===== src/asr_pkg.sv =====
/*
 * Shared constants, types and helpers for the serial readout sequencer.
 * Assumes a 100 MHz system clock; the times below are in nanoseconds.
 */
package asr_pkg;

	// ------------------------------------------------------------------
	// Timing
	// ------------------------------------------------------------------
	localparam int CLK_PERIOD_NS = 10;
	localparam int POR_TIME_NS   = 500000;
	localparam int CONV_TIME_NS  = 16600000;
	localparam int CONV_MAX_NS   = 21000000;
	// Least time rounds up
	localparam int POR_CYC       = (POR_TIME_NS + CLK_PERIOD_NS - 1) / CLK_PERIOD_NS;
	// Nominal duration, well inside the 21 ms bound
	localparam int CONV_CYC      = CONV_TIME_NS / CLK_PERIOD_NS;
	localparam int CONV_MAX_CYC  = CONV_MAX_NS / CLK_PERIOD_NS;
	localparam int CNT_W         = 22;

	// ------------------------------------------------------------------
	// Data
	// ------------------------------------------------------------------
	localparam int RES_W         = 16;
	localparam int RAW_W         = 18;
	localparam int BIT_CNT_W     = 4;
	localparam logic [BIT_CNT_W-1:0] LAST_BIT = 4'hF;
	localparam logic [RES_W-1:0] CODE_ZERO = 16'h0000;
	localparam logic [RES_W-1:0] CODE_FULL = 16'hFFFF;
	localparam int FIFO_DEPTH    = 16;

	typedef enum logic [1:0] {ST_POR, ST_CONVERT, ST_SLEEP, ST_OUTPUT} asr_state_t;

	typedef struct packed {
		logic cs_n;
		logic sck;
	} asr_pins_t;

	// Clamp the signed raw core value into the 16-bit straight binary range
	function automatic logic [RES_W-1:0] asr_sat(input logic signed [RAW_W-1:0] raw);
		logic signed [RAW_W-1:0] full;
		full = RAW_W'($signed({2'b00, CODE_FULL}));
		if (raw < 0)
			return CODE_ZERO;
		else if (raw > full)
			return CODE_FULL;
		else
			return raw[RES_W-1:0];
	endfunction : asr_sat

endpackage : asr_pkg


===== src/asr_sequencer.sv =====
/*
 * Conversion sequencer and 3-wire serial readout, with the result FIFO.
 * Assumes CS_N and SCK are asynchronous pins, the converter core sits on CLK,
 * and the pad logic resolves SERIAL_DATA_OUT from SDO_O and SDO_OE_N.
 */

`timescale 1ns/100ps
`default_nettype none

// ----------------------------------------------------------------------
// Result FIFO
// ----------------------------------------------------------------------
module asr_fifo #(
	parameter int WIDTH = 16,
	parameter int DEPTH = 16
) (
	input  wire logic             clk,
	input  wire logic             rst,
	input  wire logic [WIDTH-1:0] in_data,
	input  wire logic             in_valid,
	output logic                  in_ready,
	output logic [WIDTH-1:0]      out_data,
	output logic                  out_valid,
	input  wire logic             out_ready
);
	localparam int AW = $clog2(DEPTH);
	localparam int CW = $clog2(DEPTH + 1);

	logic [WIDTH-1:0] mem [DEPTH];
	logic [AW-1:0]    wr_ptr_reg;
	logic [AW-1:0]    rd_ptr_reg;
	logic [CW-1:0]    count_reg;
	wire              push = in_valid & in_ready;
	wire              pop  = out_valid & out_ready;

	assign in_ready  = (count_reg != CW'(DEPTH));
	assign out_valid = (count_reg != '0);
	assign out_data  = mem[rd_ptr_reg];

	always_ff @(posedge clk) begin
		if (push)
			mem[wr_ptr_reg] <= in_data;
	end

	always_ff @(posedge clk) begin
		if (rst) begin
			wr_ptr_reg <= '0;
			rd_ptr_reg <= '0;
			count_reg  <= '0;
		end else begin
			wr_ptr_reg <= push ? AW'(wr_ptr_reg + 1'b1) : wr_ptr_reg;
			rd_ptr_reg <= pop ? AW'(rd_ptr_reg + 1'b1) : rd_ptr_reg;
			count_reg  <= CW'(count_reg + CW'(push) - CW'(pop));
		end
	end
endmodule : asr_fifo

// ----------------------------------------------------------------------
// Sequencer top
// ----------------------------------------------------------------------
module asr_sequencer
	import asr_pkg::*;
#(
	parameter int POR_CYCLES  = POR_CYC,
	parameter int CONV_CYCLES = CONV_CYC
) (
	input  wire logic                    CLK,
	input  wire logic                    RST,
	input  wire logic                    CS_N,
	input  wire logic                    SCK,
	input  wire logic signed [RAW_W-1:0] CONV_RAW,
	output logic                         SDO_O,
	output logic                         SDO_OE_N,
	output logic                         CONVERTING
);

	// ------------------------------------------------------------------
	// Pin synchronisers and edge detection
	// ------------------------------------------------------------------
	asr_pins_t pin_meta_reg;
	asr_pins_t pin_sync_reg;
	asr_pins_t pin_prev_reg;

	always_ff @(posedge CLK) begin
		pin_meta_reg <= '{cs_n: CS_N, sck: SCK};
		pin_sync_reg <= pin_meta_reg;
		pin_prev_reg <= pin_sync_reg;
	end

	wire cs_low   = ~pin_sync_reg.cs_n;
	wire sck_low  = ~pin_sync_reg.sck;
	wire cs_rise  = pin_sync_reg.cs_n & ~pin_prev_reg.cs_n;
	wire sck_fall = ~pin_sync_reg.sck & pin_prev_reg.sck;

	// ------------------------------------------------------------------
	// State and counters
	// ------------------------------------------------------------------
	asr_state_t           state_reg;
	asr_state_t           state_next;
	logic [CNT_W-1:0]     cnt_reg;
	logic [CNT_W-1:0]     cnt_next;
	logic [RES_W-1:0]     shift_reg;
	logic [RES_W-1:0]     shift_next;
	logic [BIT_CNT_W-1:0] bit_reg;
	logic [BIT_CNT_W-1:0] bit_next;
	logic                 sdo_next;

	logic [RES_W-1:0]     fifo_out;
	logic                 fifo_in_ready;
	logic                 fifo_out_valid;

	// Completion waits for buffer room, so a result is never dropped
	wire por_done   = (cnt_reg == CNT_W'(POR_CYCLES - 1));
	wire conv_done  = (cnt_reg >= CNT_W'(CONV_CYCLES - 1));
	wire push_res   = (state_reg == ST_CONVERT) & conv_done & fifo_in_ready;
	wire start_out  = (state_reg == ST_SLEEP) & cs_low & sck_low & fifo_out_valid;
	wire last_fall  = sck_fall & (bit_reg == LAST_BIT);
	wire out_abort  = (state_reg == ST_OUTPUT) & cs_rise;
	wire out_finish = (state_reg == ST_OUTPUT) & ~cs_rise & last_fall;
	wire [RES_W-1:0] sat_code = asr_sat(CONV_RAW);

	asr_fifo #(
		.WIDTH (RES_W),
		.DEPTH (FIFO_DEPTH)
	) u_fifo (
		.clk       (CLK),
		.rst       (RST),
		.in_data   (sat_code),
		.in_valid  (push_res),
		.in_ready  (fifo_in_ready),
		.out_data  (fifo_out),
		.out_valid (fifo_out_valid),
		.out_ready (start_out)
	);

	always_comb begin
		state_next = state_reg;
		cnt_next   = cnt_reg;
		shift_next = shift_reg;
		bit_next   = bit_reg;
		unique case (state_reg)
			ST_POR: begin
				cnt_next = CNT_W'(cnt_reg + 1'b1);
				if (por_done) begin
					state_next = ST_CONVERT;
					cnt_next   = '0;
				end
			end
			// Pins are not looked at here, so nothing can cut a conversion short
			ST_CONVERT: begin
				if (!conv_done)
					cnt_next = CNT_W'(cnt_reg + 1'b1);
				if (push_res)
					state_next = ST_SLEEP;
			end
			ST_SLEEP: begin
				if (start_out) begin
					state_next = ST_OUTPUT;
					shift_next = fifo_out;
					bit_next   = '0;
				end
			end
			ST_OUTPUT: begin
				if (out_abort || out_finish) begin
					state_next = ST_CONVERT;
					cnt_next   = '0;
					shift_next = '0;
				end else if (sck_fall) begin
					shift_next = {shift_reg[RES_W-2:0], 1'b0};
					bit_next   = BIT_CNT_W'(bit_reg + 1'b1);
				end
			end
		endcase
	end

	// Status shows only in the convert and sleep states while selected
	always_comb begin
		unique case (state_next)
			ST_CONVERT: sdo_next = 1'b1;
			ST_SLEEP:   sdo_next = 1'b0;
			ST_OUTPUT:  sdo_next = shift_next[RES_W-1];
			ST_POR:     sdo_next = 1'b0;
		endcase
	end

	always_ff @(posedge CLK) begin
		if (RST) begin
			state_reg  <= ST_POR;
			cnt_reg    <= '0;
			shift_reg  <= '0;
			bit_reg    <= '0;
			SDO_O      <= 1'b0;
			SDO_OE_N   <= 1'b1;
			CONVERTING <= 1'b0;
		end else begin
			state_reg  <= state_next;
			cnt_reg    <= cnt_next;
			shift_reg  <= shift_next;
			bit_reg    <= bit_next;
			SDO_O      <= sdo_next;
			SDO_OE_N   <= pin_sync_reg.cs_n;
			CONVERTING <= (state_next == ST_CONVERT);
		end
	end
endmodule : asr_sequencer

`default_nettype wire


===== config.mk =====
export PLATFORM = sky130hd
export DESIGN_NAME = asr_sequencer
export DESIGN_NICKNAME = d
export VERILOG_FILES = /design/src/asr_pkg.sv /design/src/asr_sequencer.sv
export SDC_FILE = /design/constraint.sdc
export NUM_CORES = 1
export LEC_CHECK = 0
export BUFFER_PORTS_ARGS = -buffer_cell sky130_fd_sc_hd__buf_2
export CORE_MARGIN = 3
export CORE_UTILIZATION = 39
export CTS_CLUSTER_SIZE = 8
export DETAILED_ROUTE_END_ITERATION = 10
export GPL_ROUTABILITY_DRIVEN = 0
export PLACE_DENSITY_LB_ADDON = 0.05
export SETUP_SLACK_MARGIN = 0.4
export SYNTH_ARGS = -nofsm -noshare
export SYNTH_HDL_FRONTEND = slang
export SYNTH_SLANG_ARGS = --single-unit

===== constraint.sdc =====
create_clock -name CLK -period 4.8 [get_ports CLK]
set_input_delay 0.96 -clock CLK [delete_from_list [all_inputs] [get_ports CLK]]
set_output_delay 0.96 -clock CLK [all_outputs]
set_load 0.01 [all_outputs]

---- After elaboration in Yosys (flattened, before gate mapping) ----
Memory sizes are Yosys's and may differ from the RTL's. A register that Yosys moved wholly into a read port is not among the register bits.
Index checks and enable logic that the tools add are counted.
storage, ports and cells
  register bits ........................... 66
  memory bits (writable) .................. 256
  bits of input ports ..................... 22
  output and inout bits ................... 3
  logic and storage cells ................. 93
  memories ................................ 1
memory list
  name        depth  width  read ports  clocked after memory_dff  wr ports  line                 source
  u_fifo.mem  16     16     1           1                         1         asr_sequencer.sv:29  logic [WIDTH-1:0] mem [DEPTH];
cells by class
  add/sub/neg operators ................... 6
  order comparisons ....................... 3
  equality and inequality tests ........... 15
  multiplexer cells ....................... 24
  bitwise logic cells ..................... 17
  reductions and logical operators ........ 10
operators by type and width
  operator                                                          count
  2-to-1 mux 16 bit                                                 5
  2-to-1 mux 22 bit                                                 3
  case mux 22 bit (3 select lines)                                  1
  case mux 16 bit (2 select lines)                                  1
  adder 22 x 1 -> 22 bit (second input constant)                    1
  equality test 22 x 16 -> 1 bit (second input constant)            1
  >= comparator 22 x 21 -> 1 bit (second input constant)            1
  2-to-1 mux 4 bit                                                  5
  greater-than comparator 18 x 17 -> 1 bit (second input constant)  1
  < comparator 18 x 1 -> 1 bit (second input constant)              1
  AND 1 bit                                                         13
  adder 4 x 1 -> 4 bit (second input constant)                      3
  equality test 2 bit (second input constant)                       4
  2-to-1 mux 2 bit                                                  4
  case mux 2 bit (4 select lines)                                   1
  case mux 4 bit (2 select lines)                                   1
  != test 2 bit (second input constant)                             3
  AND reduction 3 bit                                               2
  adder 5 x 1 -> 5 bit                                              1
  != test 5 bit (second input constant)                             1
  nonzero test 5 bit                                                1
  subtractor 5 x 1 -> 5 bit                                         1
  equality test 2 x 1 -> 1 bit (second input constant)              2
  equality test 4 bit (second input constant)                       1
  other kinds (11)                                                  17

---- Longest topological paths before layout ----
  depth in word-level cells ............... 11
  mapped depth ............................ 14
  gate-level depth less buffers ........... 13

---- Modules after synthesis ----
Synthesis repeated with hierarchy kept, for this count alone.
second synthesis, totals
  cells, all modules ...................... 837
  area total of the unflattened synthesis .. 13,315.3 µm²
by module, submodules not included
  module         times used  cells each  area each (µm²)  sequential area each (µm²)
  asr_fifo       1           503         10,543.9         8,027.7
  asr_sequencer  1           334         2,771.4          1,061.0

---- Worst setup path after synthesis ----
Ideal clock, no wire load.
  path kind ............................... register to register
  start point ............................. reg state_reg[0]
  end point ............................... reg u_fifo.count_reg[4]
  setup time .............................. 0.132 ns
  arrival time ............................ 2.842 ns
  data required time ...................... 4.668 ns
  path slack .............................. 1.826 ns
  stages on the path, launching flop included .. 15
  buffers on the path ..................... 2
  clock period less this slack ............ 2.974 ns
  path through ............................ dfxtp_1 > clkbuf_1 > or4b_2 > a31oi_1 > buf_2 > ha_1 > inv_1 > ha_1 > inv_1 > fa_1 > inv_1 > a21oi_1 > nor2_1 > or3_1 > a21oi_1
between the ends
  word-level cells in the longest chain between the ends .. 6
  elaborated cells between the ends (all ways) .. 11
  classes of those cells .................. add/sub (2); eq/ne (2); bitwise (7)
RTL lines
  element                    line                  source
  from (decl)                asr_sequencer.sv:98   asr_state_t state_reg;
  from (signal assigned)     asr_sequencer.sv:196  state_reg <= state_next;
  equality test 2 bit        asr_sequencer.sv:116  wire start_out = (state_reg == ST_SLEEP) & cs_low & sck_low & fifo_out_valid;
  AND 1 bit (3 in a row)     asr_sequencer.sv:116
  AND 1 bit                  asr_sequencer.sv:34   wire pop = out_valid & out_ready;
  via u_fifo.pop             asr_sequencer.sv:34
  subtractor 5 x 1 -> 5 bit  asr_sequencer.sv:53   count_reg <= CW'(count_reg + CW'(push) - CW'(pop));
  to (signal assigned)       asr_sequencer.sv:53
  to (decl)                  asr_sequencer.sv:32   logic [CW-1:0] count_reg;
The timed path passes the listed nets, and every way through them passes these cells.
A chain may end at the register's enable or synchronous reset.

---- Final worst setup path ----
  start point ............................. reg cnt_reg[21]
  end point ............................... mem u_fifo.mem[8][6] (enable)
between the ends
  word-level cells in the longest chain between the ends .. 6
RTL lines
  element                                 line                  source
  from (decl)                             asr_sequencer.sv:100  logic [CNT_W-1:0] cnt_reg;
  from (signal assigned)                  asr_sequencer.sv:197  cnt_reg <= cnt_next;
  >= comparator 22 x 21 -> 1 bit          asr_sequencer.sv:114  wire conv_done = (cnt_reg >= CNT_W'(CONV_CYCLES - 1));
  AND 1 bit (2 in a row)                  asr_sequencer.sv:115  wire push_res = (state_reg == ST_CONVERT) & conv_done & fifo_in_ready;
  AND 1 bit                               asr_sequencer.sv:33   wire push = in_valid & in_ready;
  2-to-1 mux 1 bit                        asr_sequencer.sv:41   if (push)
  2-to-1 mux 1 bit (implied by the code)  asr_sequencer.sv:42   mem[wr_ptr_reg] <= in_data;
  to (decl)                               asr_sequencer.sv:29
Every way passes these cells.

==> flow_summary.ini <==
[finish]
layout-drive-gt1-share = 0.206
fillCellCount = 2922
stdcell_count = 1343
finalCoreUtilization = 0.452
nets = 919
final_area_um2 = 15200
seqCellArea_um2 = 9090
area_growth_pct = 14.0
multi_input_area_um2 = 3970
largest_reg_flops = 256
n_antenna_cell = 0

[timing]
hold_slack_ps = 352
fmax_ghz = 0.283
fin_crit_ps = 3530
worst_pin_slew_ps = 1140
fin_crit_sh = 0.735
slew_headroom = 0.238
setup-violations-final = 0
skew_ps = 15.9
hold_violations = 0
finalWorstSetupSlack_ps = 1270
rsz0062_at_grt = false
slew_violations = 0
setup_tns_ps = 0

[setup_path]
required_ps = 4960
cp-end-kind = flop
crit_type = flop to flop
arrival_ps = 3690
cp_cell_sequence = or3_1 > nor4_4 > or3b_1 > a21oi_2 > buf_4 > and3_1
cp_max_fo = 16
reg2regPathDepth = 6
start_kind = flop
cp_slowest_cell = and3_1
crit_cells = 6
critPathBufInv = 1
critPathMaxStageDelay_ps = 770
crit_family = simple AND/OR/NAND/NOR gates

[clock_tree]
post_cts_buffers = 0
cts_buffers = 46
clkLatencyLatePin_ps = 550
cts_root_buf = clkbuf_16
h-tree-depth = 2
post_cts_resized = 0
cts.sinks = 326
cts_tree = yes
ctsLongestPathBuffers = 3
hold_buffers = 0
cts.clk_slew.worst_paths_ps = 50

[place]
placed_cell_area_um2 = 14000
dpl.cell_count = 1283
portBuffers = 24
dpl.hpwl_mm = 21.0
dp_slack_ps = 1250

[floorplanning]
core_region_area_um2 = 33600
rows = 67
io_pins = 25
fp.dieH_um = 191
start_util = 0.397
die-area_um2 = 36500
die_w_um = 191

[flow_run]
drv_cap = 0

[synth]
yosysMostFrequentCell = edfxtp_1
synthTopCellsByArea = edfxtp_1 (58%), dfxtp_1 (11%), mux4_2 (10%)
synth_common_cells = edfxtp_1 (256), dfxtp_1 (70), mux4_2 (62), nor2_1 (52), nand2_1 (37)
synth_top_flop_cell = edfxtp_1
ys_ff_latch = 326
seq_area_frac_synth = 0.681
syn_area_per_cell_um2 = 15.9
synth_edf_count = 256
synth_top_area_cell = edfxtp_1
syn_nets = 877
ys_types = 58
yosysWarningCount = 0
synth_top_area_share = 0.576
synthCells = 841
synth_area_um2 = 13300
postSynth.asyncResetShare = 0

[hold_path]
holdPathStages = 0
worstHoldPathType = flop to flop

[detailed_routing]
drt_pass1_iterations = 5
routed_wl_mm = 32.5
viasPerCell = 5.66
wire_per_inst_um = 24.2
ant_nets = 0
drc = 0
num_vias = 7597
first_iter_violations = 554

[power]
pwr-share-comb = 0.019
ir_drop_uv = 232
powerDensity_nw_per_um2 = 396
pwr-share-seq = 0.511
p_sw_mw = 1.21
p_int_mw = 4.81
leakagePower_nw = 4.87
switching_share = 0.201
total_power_mw = 6.02
clockPowerShare = 0.470

[global_routing]
grt_usage = 0.183
grt_start_max_net_pins = 45
grt_pass1_wl_mm = 49.5
antenna_found_initial = 2
grt_pass1_vias = 7888
overflow = 0

[outcome]
status = finished, final reports clean
## cells in the final DEF, fill, tap and decap left out, types with 3 or more instances in the layout
cell type    n
or4_1       18
a31oi_1      3
inv_1       15
ha_1        13
and3_1      17
o211ai_1    21
mux2_2      16
nor4_1       4
nand4_1     16
a22oi_1     14
xnor2_1      3
mux4_2      62
nor3_1       9
edfxtp_1   256
dfxtp_1     67
xor2_1       6
nand3_1      9
buf_4       22
nand2_1     37
clkbuf_1    11
buf_2       24
o22ai_1      4
a211oi_1     4
mux2i_1     23
nand2b_1     4
and2_1       5
and4_1       4
nor2b_1      4
nor2_1      50
o31ai_1     14
clkbuf_16   46
a21oi_1     29
o21ai_0     21
or3_1        8
## area by class of cell
class / count / area share
Inverter: 16 / 0.00395
Sequential cell: 326 / 0.598
Clock inverter: 3 / 0.00263
Timing Repair Buffer: 46 / 0.0188
Clock buffer: 57 / 0.0784
Tap cell: 448 / 0.0369
Multi-Input combinational cell: 447 / 0.261
## path summary, 6_finish.rpt
kind,from,end,slack [ps]
max,cnt_reg[21]$_SDFFE_PP0P_,u_fifo.mem[8][6]$_DFFE_PP_,1270
min,pin_meta_reg[1]$_DFF_P_,pin_sync_reg[1]$_DFF_P_,350
max reg2reg,cnt_reg[21]$_SDFFE_PP0P_,u_fifo.mem[8][6]$_DFFE_PP_,1270
min reg2reg,pin_meta_reg[1]$_DFF_P_,pin_sync_reg[1]$_DFF_P_,350
## power groups by stage
stage / logic, mW / registers (mW) / clock network, mW
2_1_floorplan: 0.0544 / 3.12 / 0
3_3_place_gp: 0.117 / 3.13 / 0
3_5_place_dp: 0.120 / 3.13 / 0
4_1_cts: 0.120 / 3.07 / 2.90
5_1_grt: 0.132 / 3.07 / 3.03
6_report: 0.117 / 3.07 / 2.82
## worst reg2reg max path, cell delays in order, from the launching register on
cell,delay [ps]
dfxtp_1,340
or3_1,490
nor4_4,380
or3b_1,410
a21oi_2,440
buf_4,310
and3_1,770
## kinds of logic (layout without fill, tap and decap cells)
| family | after synthesis | count (layout) | share of synthesized area |
|---|---|---|---|
| xor gates and xnor gates | 9 | 9 | 0.00591 |
| AOI/OAI and AO/OA | 122 | 122 | 0.0598 |
| adders and majority gates | 14 | 14 | 0.0137 |
| buffers and inverters | 68 | 122 | 0.0216 |
| muxes | 101 | 101 | 0.135 |
| DFF | 326 | 326 | 0.681 |
| and+or+nand+nor | 201 | 201 | 0.0823 |
## metal layers
layer | part of all wire | wire length, um | vias to the layer above | GRT usage
met3 | 0.055 | 1780 | 52 | 0.0293
met5 | 0 | 0 | - | 0
met1 | 0.44 | 14300 | 3918 | 0.259
li1 | - | - | 3423 | -
met2 | 0.48 | 15700 | 204 | 0.299
met4 | 0.020 | 638 | 0 | 0.0483
(Power assumes the default switching activity.)
